==> config.mk <==
export PLATFORM = sky130hd
export DESIGN_NAME = parmu_unit
export DESIGN_NICKNAME = d
export VERILOG_FILES = /design/src/verilog/parmu_pkg.sv /design/src/verilog/parmu_check.sv /design/src/verilog/parmu_unit.sv
export SDC_FILE = /design/constraint.sdc
export NUM_CORES = 1
export LEC_CHECK = 0
export BUFFER_PORTS_ARGS = -buffer_cell sky130_fd_sc_hd__buf_2
export CORE_ASPECT_RATIO = 1.4
export CORE_MARGIN = 8
export CORE_UTILIZATION = 55
export CTS_CLUSTER_DIAMETER = 200
export DETAILED_ROUTE_END_ITERATION = 12
export GPL_TIMING_DRIVEN = 0
export PLACE_DENSITY = 0.76
export REMOVE_ABC_BUFFERS = 1
export SLEW_MARGIN = 40
export SYNTH_ARGS = -nofsm -noshare
export SYNTH_HDL_FRONTEND = slang
export SYNTH_SLANG_ARGS = --single-unit
export TNS_END_PERCENT = 50
==> constraint.sdc <==
create_clock -name mclk -period 3.65 [get_ports mclk]
set_input_delay 0.5475 -clock mclk [delete_from_list [all_inputs] [get_ports mclk]]
set_output_delay 0.5475 -clock mclk [all_outputs]
set_load 0.01 [all_outputs]
==> src/verilog/parmu_pkg.sv <==
package parmu_pkg;
	localparam int VA_W = 16;
	localparam int PA_W = 18;
	localparam int SEL_LSB = 13;
	localparam int BLK_LSB = 6;
	localparam int BASE_W = 12;
	localparam int KEY_LSB = 1;
	localparam int DIR_BIT = 3;
	localparam int MOD_BIT = 6;
	localparam int LEN_LSB = 8;
	localparam int LEN_W = 7;
	localparam logic [1:0] KEY_NONE = 2'h0;
	localparam logic [1:0] KEY_RO = 2'h1;
	localparam logic [1:0] KEY_RW = 2'h3;
	localparam logic [1:0] MODE_KERNEL = 2'h0;
	localparam logic [1:0] MODE_USER = 2'h3;
	localparam logic [2:0] IO_TOP = 3'h7;
	localparam logic [15:0] ABORT_VECTOR = 16'h00a8;
	localparam logic [15:0] BASE_MASK = 16'h0fff;
	localparam logic [15:0] DESC_MASK = 16'h7f4e;
	localparam int XLATE_NS = 150;
	localparam int CLK_NS = 5;
	localparam int XLATE_CYC = XLATE_NS / CLK_NS;
	typedef enum logic [1:0] {
		PARMU_IDLE = 2'b00,
		PARMU_DONE = 2'b01
	} parmu_state_t;
endpackage : parmu_pkg

==> src/verilog/parmu_check.sv <==
`timescale 1ns/10ps
// Access key and length check for one page map entry
module parmu_check (
	// Entry fields
	input wire logic [15:0] desc,
	input wire logic [6:0] block_index,
	input wire logic is_write,
	// Verdict
	output logic key_abort,
	output logic ro_abort,
	output logic len_abort
);
	logic [1:0] key;
	logic [6:0] limit;
	always_comb
	begin
		key = desc[parmu_pkg::KEY_LSB +: 2];
		limit = desc[parmu_pkg::LEN_LSB +: parmu_pkg::LEN_W];
		key_abort = (key != parmu_pkg::KEY_RO) && (key != parmu_pkg::KEY_RW);
		ro_abort = (key == parmu_pkg::KEY_RO) && is_write;
		if (desc[parmu_pkg::DIR_BIT])
			len_abort = block_index < limit;
		else
			len_abort = block_index > limit;
	end
endmodule : parmu_check

==> src/verilog/parmu_unit.sv <==
`timescale 1ns/10ps
module parmu_unit #(
	parameter int ENTRIES = 8
) (
	// Clock and reset
	input wire logic mclk,
	input wire logic resetn,
	// Processor request
	input wire logic req_valid,
	input wire logic [15:0] virtual_address,
	input wire logic req_write,
	input wire logic req_vector,
	input wire logic [1:0] processor_status_mode,
	// Vector transfer: new status mode bits
	input wire logic vec_load,
	input wire logic [15:0] vec_new_status,
	// Page map register port
	input wire logic cfg_write,
	input wire logic cfg_user_set,
	input wire logic cfg_desc,
	input wire logic [2:0] cfg_index,
	input wire logic [15:0] cfg_wdata,
	output logic [15:0] cfg_rdata,
	// Translation enable
	input wire logic fault_status_enable,
	// Result to system bus
	output logic bus_valid,
	output logic [17:0] physical_address,
	output logic bus_write,
	output logic abort,
	output logic abort_nonres,
	output logic abort_len,
	output logic abort_ro,
	output logic [15:0] abort_vector,
	output logic [1:0] stack_mode,
	output logic [2:0] fault_page
);
	localparam int SETS = 2 * ENTRIES;
	logic [15:0] base_reg [SETS];
	logic [15:0] base_next [SETS];
	logic [15:0] desc_reg [SETS];
	logic [15:0] desc_next [SETS];
	parmu_pkg::parmu_state_t state_reg, state_next;
	logic bus_valid_reg, bus_valid_next;
	logic [17:0] pa_reg, pa_next;
	logic bus_write_reg, bus_write_next;
	logic abort_reg, abort_next;
	logic nonres_reg, nonres_next;
	logic len_reg, len_next;
	logic ro_reg, ro_next;
	logic [2:0] fpage_reg, fpage_next;
	logic [1:0] smode_reg, smode_next;
	logic en_meta_reg, en_sync_reg;
	logic [2:0] page_select_field;
	logic [12:0] page_offset_field;
	logic [6:0] block_index;
	logic [5:0] byte_in_block_offset;
	logic [3:0] entry_idx;
	logic [3:0] cfg_idx;
	logic use_user;
	logic [11:0] page_base_block;
	logic [11:0] phys_block;
	logic key_abort, ro_abort, len_abort;
	logic any_abort;

	// Entry index: set bit on top, page select below
	function automatic logic [3:0] entry_of(input logic user, input logic [2:0] page);
		entry_of = {user, page};
	endfunction : entry_of

	function automatic logic [17:0] direct_map(input logic [15:0] va);
		if (va[parmu_pkg::VA_W - 1 -: 3] == parmu_pkg::IO_TOP)
			direct_map = {2'h3, va};
		else
			direct_map = {2'h0, va};
	endfunction : direct_map

	assign page_select_field = virtual_address[parmu_pkg::SEL_LSB +: 3];
	assign page_offset_field = virtual_address[parmu_pkg::SEL_LSB - 1:0];
	assign block_index = page_offset_field[parmu_pkg::BLK_LSB +: 7];
	assign byte_in_block_offset = page_offset_field[parmu_pkg::BLK_LSB - 1:0];
	// Vectors always come from kernel space; otherwise the current mode picks the set
	assign use_user = !req_vector && (processor_status_mode == parmu_pkg::MODE_USER);
	assign entry_idx = entry_of(use_user, page_select_field);
	assign cfg_idx = entry_of(cfg_user_set, cfg_index);
	// Top four bits of the base word are ignored
	assign page_base_block = base_reg[entry_idx][parmu_pkg::BASE_W - 1:0];
	assign phys_block = page_base_block + {5'h00, block_index};

	parmu_check u_check (
		.desc(desc_reg[entry_idx]),
		.block_index(block_index),
		.is_write(req_write),
		.key_abort(key_abort),
		.ro_abort(ro_abort),
		.len_abort(len_abort)
	);

	// Modes other than kernel and user are refused, except on vector accesses
	assign any_abort = key_abort || ro_abort || len_abort || (!req_vector
		&& processor_status_mode != parmu_pkg::MODE_KERNEL
		&& processor_status_mode != parmu_pkg::MODE_USER);

	always_comb
	begin
		cfg_rdata = cfg_desc ? desc_reg[cfg_idx] : base_reg[cfg_idx];
	end

	// Page map state
	always_comb
	begin
		for (int i = 0; i < SETS; i++)
		begin
			base_next[i] = base_reg[i];
			desc_next[i] = desc_reg[i];
		end
		// A hardware write sets the modified flag; a software write in the same
		// cycle to the same entry would clear it, but the set wins
		if (cfg_write)
		begin
			if (cfg_desc)
				desc_next[cfg_idx] = cfg_wdata & parmu_pkg::DESC_MASK;
			else
			begin
				base_next[cfg_idx] = cfg_wdata & parmu_pkg::BASE_MASK;
			end
			desc_next[cfg_idx][parmu_pkg::MOD_BIT] = 1'b0;
		end
		if (req_valid && req_write && en_sync_reg && !any_abort && state_reg == parmu_pkg::PARMU_IDLE)
			desc_next[entry_idx][parmu_pkg::MOD_BIT] = 1'b1;
	end

	always_ff @(posedge mclk or negedge resetn)
	begin
		if (!resetn)
		begin
			for (int i = 0; i < SETS; i++)
			begin
				base_reg[i] <= 16'h0000;
				desc_reg[i] <= 16'h0000;
			end
		end
		else
		begin
			for (int i = 0; i < SETS; i++)
			begin
				base_reg[i] <= base_next[i];
				desc_reg[i] <= desc_next[i];
			end
		end
	end

	// Enable comes from the fault status register; treat as external level
	always_ff @(posedge mclk or negedge resetn)
	begin
		if (!resetn)
		begin
			en_meta_reg <= 1'b0;
			en_sync_reg <= 1'b0;
		end
		else
		begin
			en_meta_reg <= fault_status_enable;
			en_sync_reg <= en_meta_reg;
		end
	end

	// Translation pipeline: one cycle from request to bus, well inside the budget
	always_comb
	begin
		state_next = parmu_pkg::PARMU_IDLE;
		bus_valid_next = 1'b0;
		pa_next = pa_reg;
		bus_write_next = 1'b0;
		abort_next = 1'b0;
		nonres_next = nonres_reg;
		len_next = len_reg;
		ro_next = ro_reg;
		fpage_next = fpage_reg;
		smode_next = smode_reg;
		if (vec_load)
			smode_next = vec_new_status[15:14];
		case (state_reg)
			parmu_pkg::PARMU_IDLE:
			begin
				if (req_valid)
				begin
					state_next = parmu_pkg::PARMU_DONE;
					if (!en_sync_reg)
					begin
						pa_next = direct_map(virtual_address);
						bus_valid_next = 1'b1;
						bus_write_next = req_write;
					end
					else if (any_abort)
					begin
						// No bus cycle issued on abort
						abort_next = 1'b1;
						nonres_next = key_abort || (processor_status_mode != parmu_pkg::MODE_KERNEL
							&& processor_status_mode != parmu_pkg::MODE_USER);
						len_next = len_abort;
						ro_next = ro_abort;
						fpage_next = page_select_field;
					end
					else
					begin
						pa_next = {phys_block, byte_in_block_offset};
						bus_valid_next = 1'b1;
						bus_write_next = req_write;
					end
				end
			end
			parmu_pkg::PARMU_DONE:
				state_next = parmu_pkg::PARMU_IDLE;
			default:
				state_next = parmu_pkg::PARMU_IDLE;
		endcase
	end

	always_ff @(posedge mclk or negedge resetn)
	begin
		if (!resetn)
		begin
			state_reg <= parmu_pkg::PARMU_IDLE;
			bus_valid_reg <= 1'b0;
			pa_reg <= 18'h00000;
			bus_write_reg <= 1'b0;
			abort_reg <= 1'b0;
			nonres_reg <= 1'b0;
			len_reg <= 1'b0;
			ro_reg <= 1'b0;
			fpage_reg <= 3'h0;
			smode_reg <= 2'h0;
		end
		else
		begin
			state_reg <= state_next;
			bus_valid_reg <= bus_valid_next;
			pa_reg <= pa_next;
			bus_write_reg <= bus_write_next;
			abort_reg <= abort_next;
			nonres_reg <= nonres_next;
			len_reg <= len_next;
			ro_reg <= ro_next;
			fpage_reg <= fpage_next;
			smode_reg <= smode_next;
		end
	end

	assign bus_valid = bus_valid_reg;
	assign physical_address = pa_reg;
	assign bus_write = bus_write_reg;
	assign abort = abort_reg;
	assign abort_nonres = nonres_reg;
	assign abort_len = len_reg;
	assign abort_ro = ro_reg;
	assign abort_vector = parmu_pkg::ABORT_VECTOR;
	assign stack_mode = smode_reg;
	assign fault_page = fpage_reg;

	// Abort and bus cycle never together
	abort_nobus_a: assert property (@(posedge mclk) disable iff (!resetn)
		abort |-> !bus_valid) else $error("bus cycle issued on abort");
	abort_cause_a: assert property (@(posedge mclk) disable iff (!resetn)
		abort |-> (abort_nonres || abort_len || abort_ro)) else $error("abort without cause");
	req_answer_a: assert property (@(posedge mclk) disable iff (!resetn)
		(req_valid && state_reg == parmu_pkg::PARMU_IDLE) |=> (bus_valid || abort))
		else $error("request not answered in one cycle");
	// The cycle after a taken request is dead, so nothing may come out of it
	done_quiet_a: assert property (@(posedge mclk) disable iff (!resetn)
		state_reg == parmu_pkg::PARMU_DONE |=> !bus_valid && !abort)
		else $error("output from a refused request");
	io_page_a: assert property (@(posedge mclk) disable iff (!resetn)
		(req_valid && state_reg == parmu_pkg::PARMU_IDLE && !en_sync_reg
		&& page_select_field == parmu_pkg::IO_TOP) |=> physical_address[17:16] == 2'h3)
		else $error("top page not forced high");
	low_page_a: assert property (@(posedge mclk) disable iff (!resetn)
		(req_valid && state_reg == parmu_pkg::PARMU_IDLE && !en_sync_reg
		&& page_select_field != parmu_pkg::IO_TOP) |=> physical_address[17:16] == 2'h0)
		else $error("low page bits not clear");
	pass_low_a: assert property (@(posedge mclk) disable iff (!resetn)
		(req_valid && state_reg == parmu_pkg::PARMU_IDLE && !en_sync_reg)
		|=> bus_valid && physical_address[15:0] == $past(virtual_address))
		else $error("address relocated while translation off");
	offset_keep_a: assert property (@(posedge mclk) disable iff (!resetn)
		bus_valid |-> physical_address[5:0] == $past(virtual_address[5:0]))
		else $error("byte offset altered");
	write_class_a: assert property (@(posedge mclk) disable iff (!resetn)
		bus_valid |-> bus_write == $past(req_write))
		else $error("write class lost on the bus");
	key_none_a: assert property (@(posedge mclk) disable iff (!resetn)
		(req_valid && state_reg == parmu_pkg::PARMU_IDLE && en_sync_reg
		&& !desc_reg[entry_idx][parmu_pkg::KEY_LSB]) |=> abort && abort_nonres)
		else $error("access to non-resident page not aborted");
	ro_write_a: assert property (@(posedge mclk) disable iff (!resetn)
		(req_valid && state_reg == parmu_pkg::PARMU_IDLE && en_sync_reg && req_write
		&& desc_reg[entry_idx][parmu_pkg::KEY_LSB +: 2] == parmu_pkg::KEY_RO) |=> abort && abort_ro)
		else $error("write to read-only page not aborted");
	mode_bad_a: assert property (@(posedge mclk) disable iff (!resetn)
		(req_valid && state_reg == parmu_pkg::PARMU_IDLE && en_sync_reg && !req_vector
		&& processor_status_mode != parmu_pkg::MODE_KERNEL
		&& processor_status_mode != parmu_pkg::MODE_USER) |=> abort && abort_nonres)
		else $error("illegal mode not aborted");
	len_up_a: assert property (@(posedge mclk) disable iff (!resetn)
		(req_valid && state_reg == parmu_pkg::PARMU_IDLE && en_sync_reg
		&& !desc_reg[entry_idx][parmu_pkg::DIR_BIT]
		&& block_index > desc_reg[entry_idx][parmu_pkg::LEN_LSB +: parmu_pkg::LEN_W])
		|=> abort && abort_len) else $error("block beyond upward page not aborted");
	len_down_a: assert property (@(posedge mclk) disable iff (!resetn)
		(req_valid && state_reg == parmu_pkg::PARMU_IDLE && en_sync_reg
		&& desc_reg[entry_idx][parmu_pkg::DIR_BIT]
		&& block_index < desc_reg[entry_idx][parmu_pkg::LEN_LSB +: parmu_pkg::LEN_W])
		|=> abort && abort_len) else $error("block below downward page not aborted");
	mod_set_a: assert property (@(posedge mclk) disable iff (!resetn)
		(req_valid && state_reg == parmu_pkg::PARMU_IDLE && en_sync_reg && req_write
		&& !any_abort) |=> desc_reg[$past(entry_idx)][parmu_pkg::MOD_BIT])
		else $error("modified flag not set");
	mod_clear_a: assert property (@(posedge mclk) disable iff (!resetn)
		(cfg_write && !(req_valid && req_write)) |=> !desc_reg[$past(cfg_idx)][parmu_pkg::MOD_BIT])
		else $error("modified flag not cleared");
	stack_pick_a: assert property (@(posedge mclk) disable iff (!resetn)
		vec_load |=> stack_mode == $past(vec_new_status[15:14]))
		else $error("stack mode not taken from new status");
endmodule : parmu_unit

==> results.cfg <==
[setup_path]
cp_top_family = multiplexers
crit_slowest_cell = mux4_2
critPathKind = register to register
regToRegSetupSlack_ns = 0.08
path_cells = mux4_2, mux4_2, inv_1, ha_1, nor2b_1, o21ai_1, a21oi_2, a211oi_4, buf_4, o311ai_4, buf_6, buf_6, a211oi_2, a21o_1
required_ns = 4.12
slowest_delay_ns = 0.52
crit_arrival_ns = 4.04
endpoint_kind = register
crit_path_max_fanout = 9
worst-path-buf-inv = 4
crit_path_start_kind = register

[run]
cap_violations = 0

[synth]
yosysMostFrequentCell = dfrtp_1
yosysWarnings = 0
synthCells = 1397
syn_avg_cell_area_um2 = 15.3
synth-xor-area-share_pct = 0.163
synth_top_family_by_area = multiplexers
synth_compound_area_share_pct = 2.26
yosys.area_share.simple_pct = 3.01
synth_top_area_share_pct = 46.7
ys_seq_elements = 400
synth_edf_count = 0
synth-adder-area-share_pct = 1.03
synth_area_um2 = 21400
async_flop_share_pct = 100
synthTopCellsByCount = dfrtp_1 (400), mux2_2 (373), mux4_2 (221)
ys_types = 47
synth_area_leaders = dfrtp_1 (47%), mux4_2 (23%), mux2_2 (20%)
ys_seq_area_share_pct = 46.7
yosysTopAreaCell = dfrtp_1
synth.mux.area_fraction_pct = 43.6
ys.flop_type = dfrtp_1

[sta]
finalMaxSlewViolations = 0
period_needed_ns = 3.57
setup_violations = 0
tightest_slew_ns = 0.843
hold_violations = 0
fmax_ghz = 0.280
finalCritPeriodShare_pct = 97.7
fin_skew_ns = 0.00856
slew_headroom_pct = 43.8
fin_hold_ws_ns = 0.119
worst_slack_ns = 0.0844

[min_path]
hold_class = input pin to register

[clock_network]
clk_path_buf_depth = 3
path_clk_slew_ns = 0.06
cts_made_buffers = 41
htree_num_levels = 2
cts_tree = built
root_buffer = clkbuf_16
clk_latency_ns = 0.53
numClockSinks = 400

[power]
p_leak_nw = 10.7
power_mw = 13.3
power_density_nw_per_um2 = 540
ir_drop_mv = 0.350

[floorplanning]
die-area_um2 = 45600
num_io_pins = 124
die_y_um = 250
coreArea_um2 = 38500
initial_core_util_pct = 55.7
fp.dieW_um = 183
fp-row-count = 85

[placed_design]
routabilityCongestion = 0.824
dpl.cell_count = 1926
io_buffers = 91
pre_cts_slack_ns = -1.30
place_hpwl_um = 35600

[detailed_routing]
antenna_left = 0
wire_per_inst_um = 28.0
via_per_inst = 6.60
drt_wl_total_um = 56500
drt_iter0_drc = 1112
vias = 13312
first_pass_iters = 7
drc_errors = 0

[final_layout]
register_area_um2 = 10000
drive_above_1_share_pct = 56.0
largest_reg_flops = 192
final_cells = 2017
syn_to_final_growth_pct = 15.0
nets = 1550
fill_cells = 2771
multi_input_area_um2 = 11000

[grt]
grt_use_total_pct = 25.2
grt-ovfl-total = 0
grt_pass1_wl_um = 86800
grt_pass1_vias = 14231
grt_max_degree = 78
grt_antenna_before_repair = 1

[status]
status = finished, final reports clean
==> final cells by class <==
class / instances / area share, %
sequential: 400 / 40.6
timing repair buffer: 147 / 6.32
clock inverter: 4 / 0.386
inverter: 23 / 0.350
tap: 522 / 2.65
clock buffer: 63 / 5.02
antenna: 1 / 0.0102
multi-input combinational: 857 / 44.7
==> metrics by stage <==
step	TNS [ns]	utilization (%)	instance area [µm²]
2_1_floorplan	-20.45	-	20900
3_3_place_gp	-3100.81	57.1	22000
3_5_place_dp	-38.17	59.4	22900
4_1_cts	0	63.7	24500
5_1_grt	-0.0743	64.0	24600
6_report	0	64.0	24700
==> final timing paths <==
path,from,to,depth (start not counted)
setup / recovery,desc_reg[137],physical_address[15],14
hold / removal,fault_status_enable,en_meta_reg,1
setup reg to reg,desc_reg[137],physical_address[15],14
hold reg to reg,en_meta_reg,en_sync_reg,0
max in group asynchronous,resetn,desc_reg[254],6
min in group asynchronous,resetn,stack_mode[0],2
==> kinds of logic (layout without fill, tap and decap cells) <==
family | count (synthesis) | in the layout
flops | 400 | 400
simple gates | 138 | 138
mux | 611 | 611
compound gates | 70 | 70
xor+xnor | 4 | 4
other cells | 2 | 18
fa+ha+maj | 17 | 17
buf+inv | 155 | 237
==> where the power goes <==
part           switching, mW  internal, mW
clock network           1.69          2.53
logic                   1.30          1.89
registers              0.587          5.31
==> worst reg2reg max path, cell delays in order (launching register included) <==
cell	delay (ns)
dfrtp_1	0.40
mux4_2	0.52
mux4_2	0.50
inv_1	0.13
ha_1	0.26
nor2b_1	0.14
o21ai_1	0.15
a21oi_2	0.10
a211oi_4	0.25
buf_4	0.18
o311ai_4	0.12
buf_6	0.18
buf_6	0.15
a211oi_2	0.30
a21o_1	0.13
==> per-layer routing <==
metal | GRT usage [%] | part of all wire, % | up-vias
li1 | - | - | 5508
met1 | 31.6 | 38 | 7156
met2 | 42.0 | 50 | 509
met3 | 4.23 | 6.2 | 139
met4 | 12.1 | 5.2 | 0
met5 | 0 | 0 | -
==> cells in the final DEF, fill, tap and decap left out, drive strengths merged, types with 2 or more instances in the layout <==
master / instances
a211oi: 4
a21o: 2
a21oi: 10
a2bb2oi: 2
and2: 3
buf: 141
bufbuf: 3
bufinv: 3
clkbuf: 65
conb: 17
dfrtp: 400
ha: 16
inv: 23
mux2: 373
mux2i: 17
mux4: 221
nand2: 50
nand2b: 5
nand3: 18
nand4: 11
nor2: 30
nor2b: 12
nor3: 6
o211ai: 2
o21a: 4
o21ai: 26
o21bai: 2
o31ai: 5
o41ai: 5
or2: 2
xnor2: 3
==> timing repair <==
| item | in CTS | in global routing |
|---|---|---|
| setup buffers | 11 | 5 |
| hold buffers | 1 | 0 |
| pin swaps | 2 | 2 |
| hold endpoints to repair | 7 | 0 |
| gates cloned | 4 | 2 |
| resized for setup | 8 | 12 |
| setup endpoints to repair | 43 | 23 |
(Power assumes the default switching activity.)
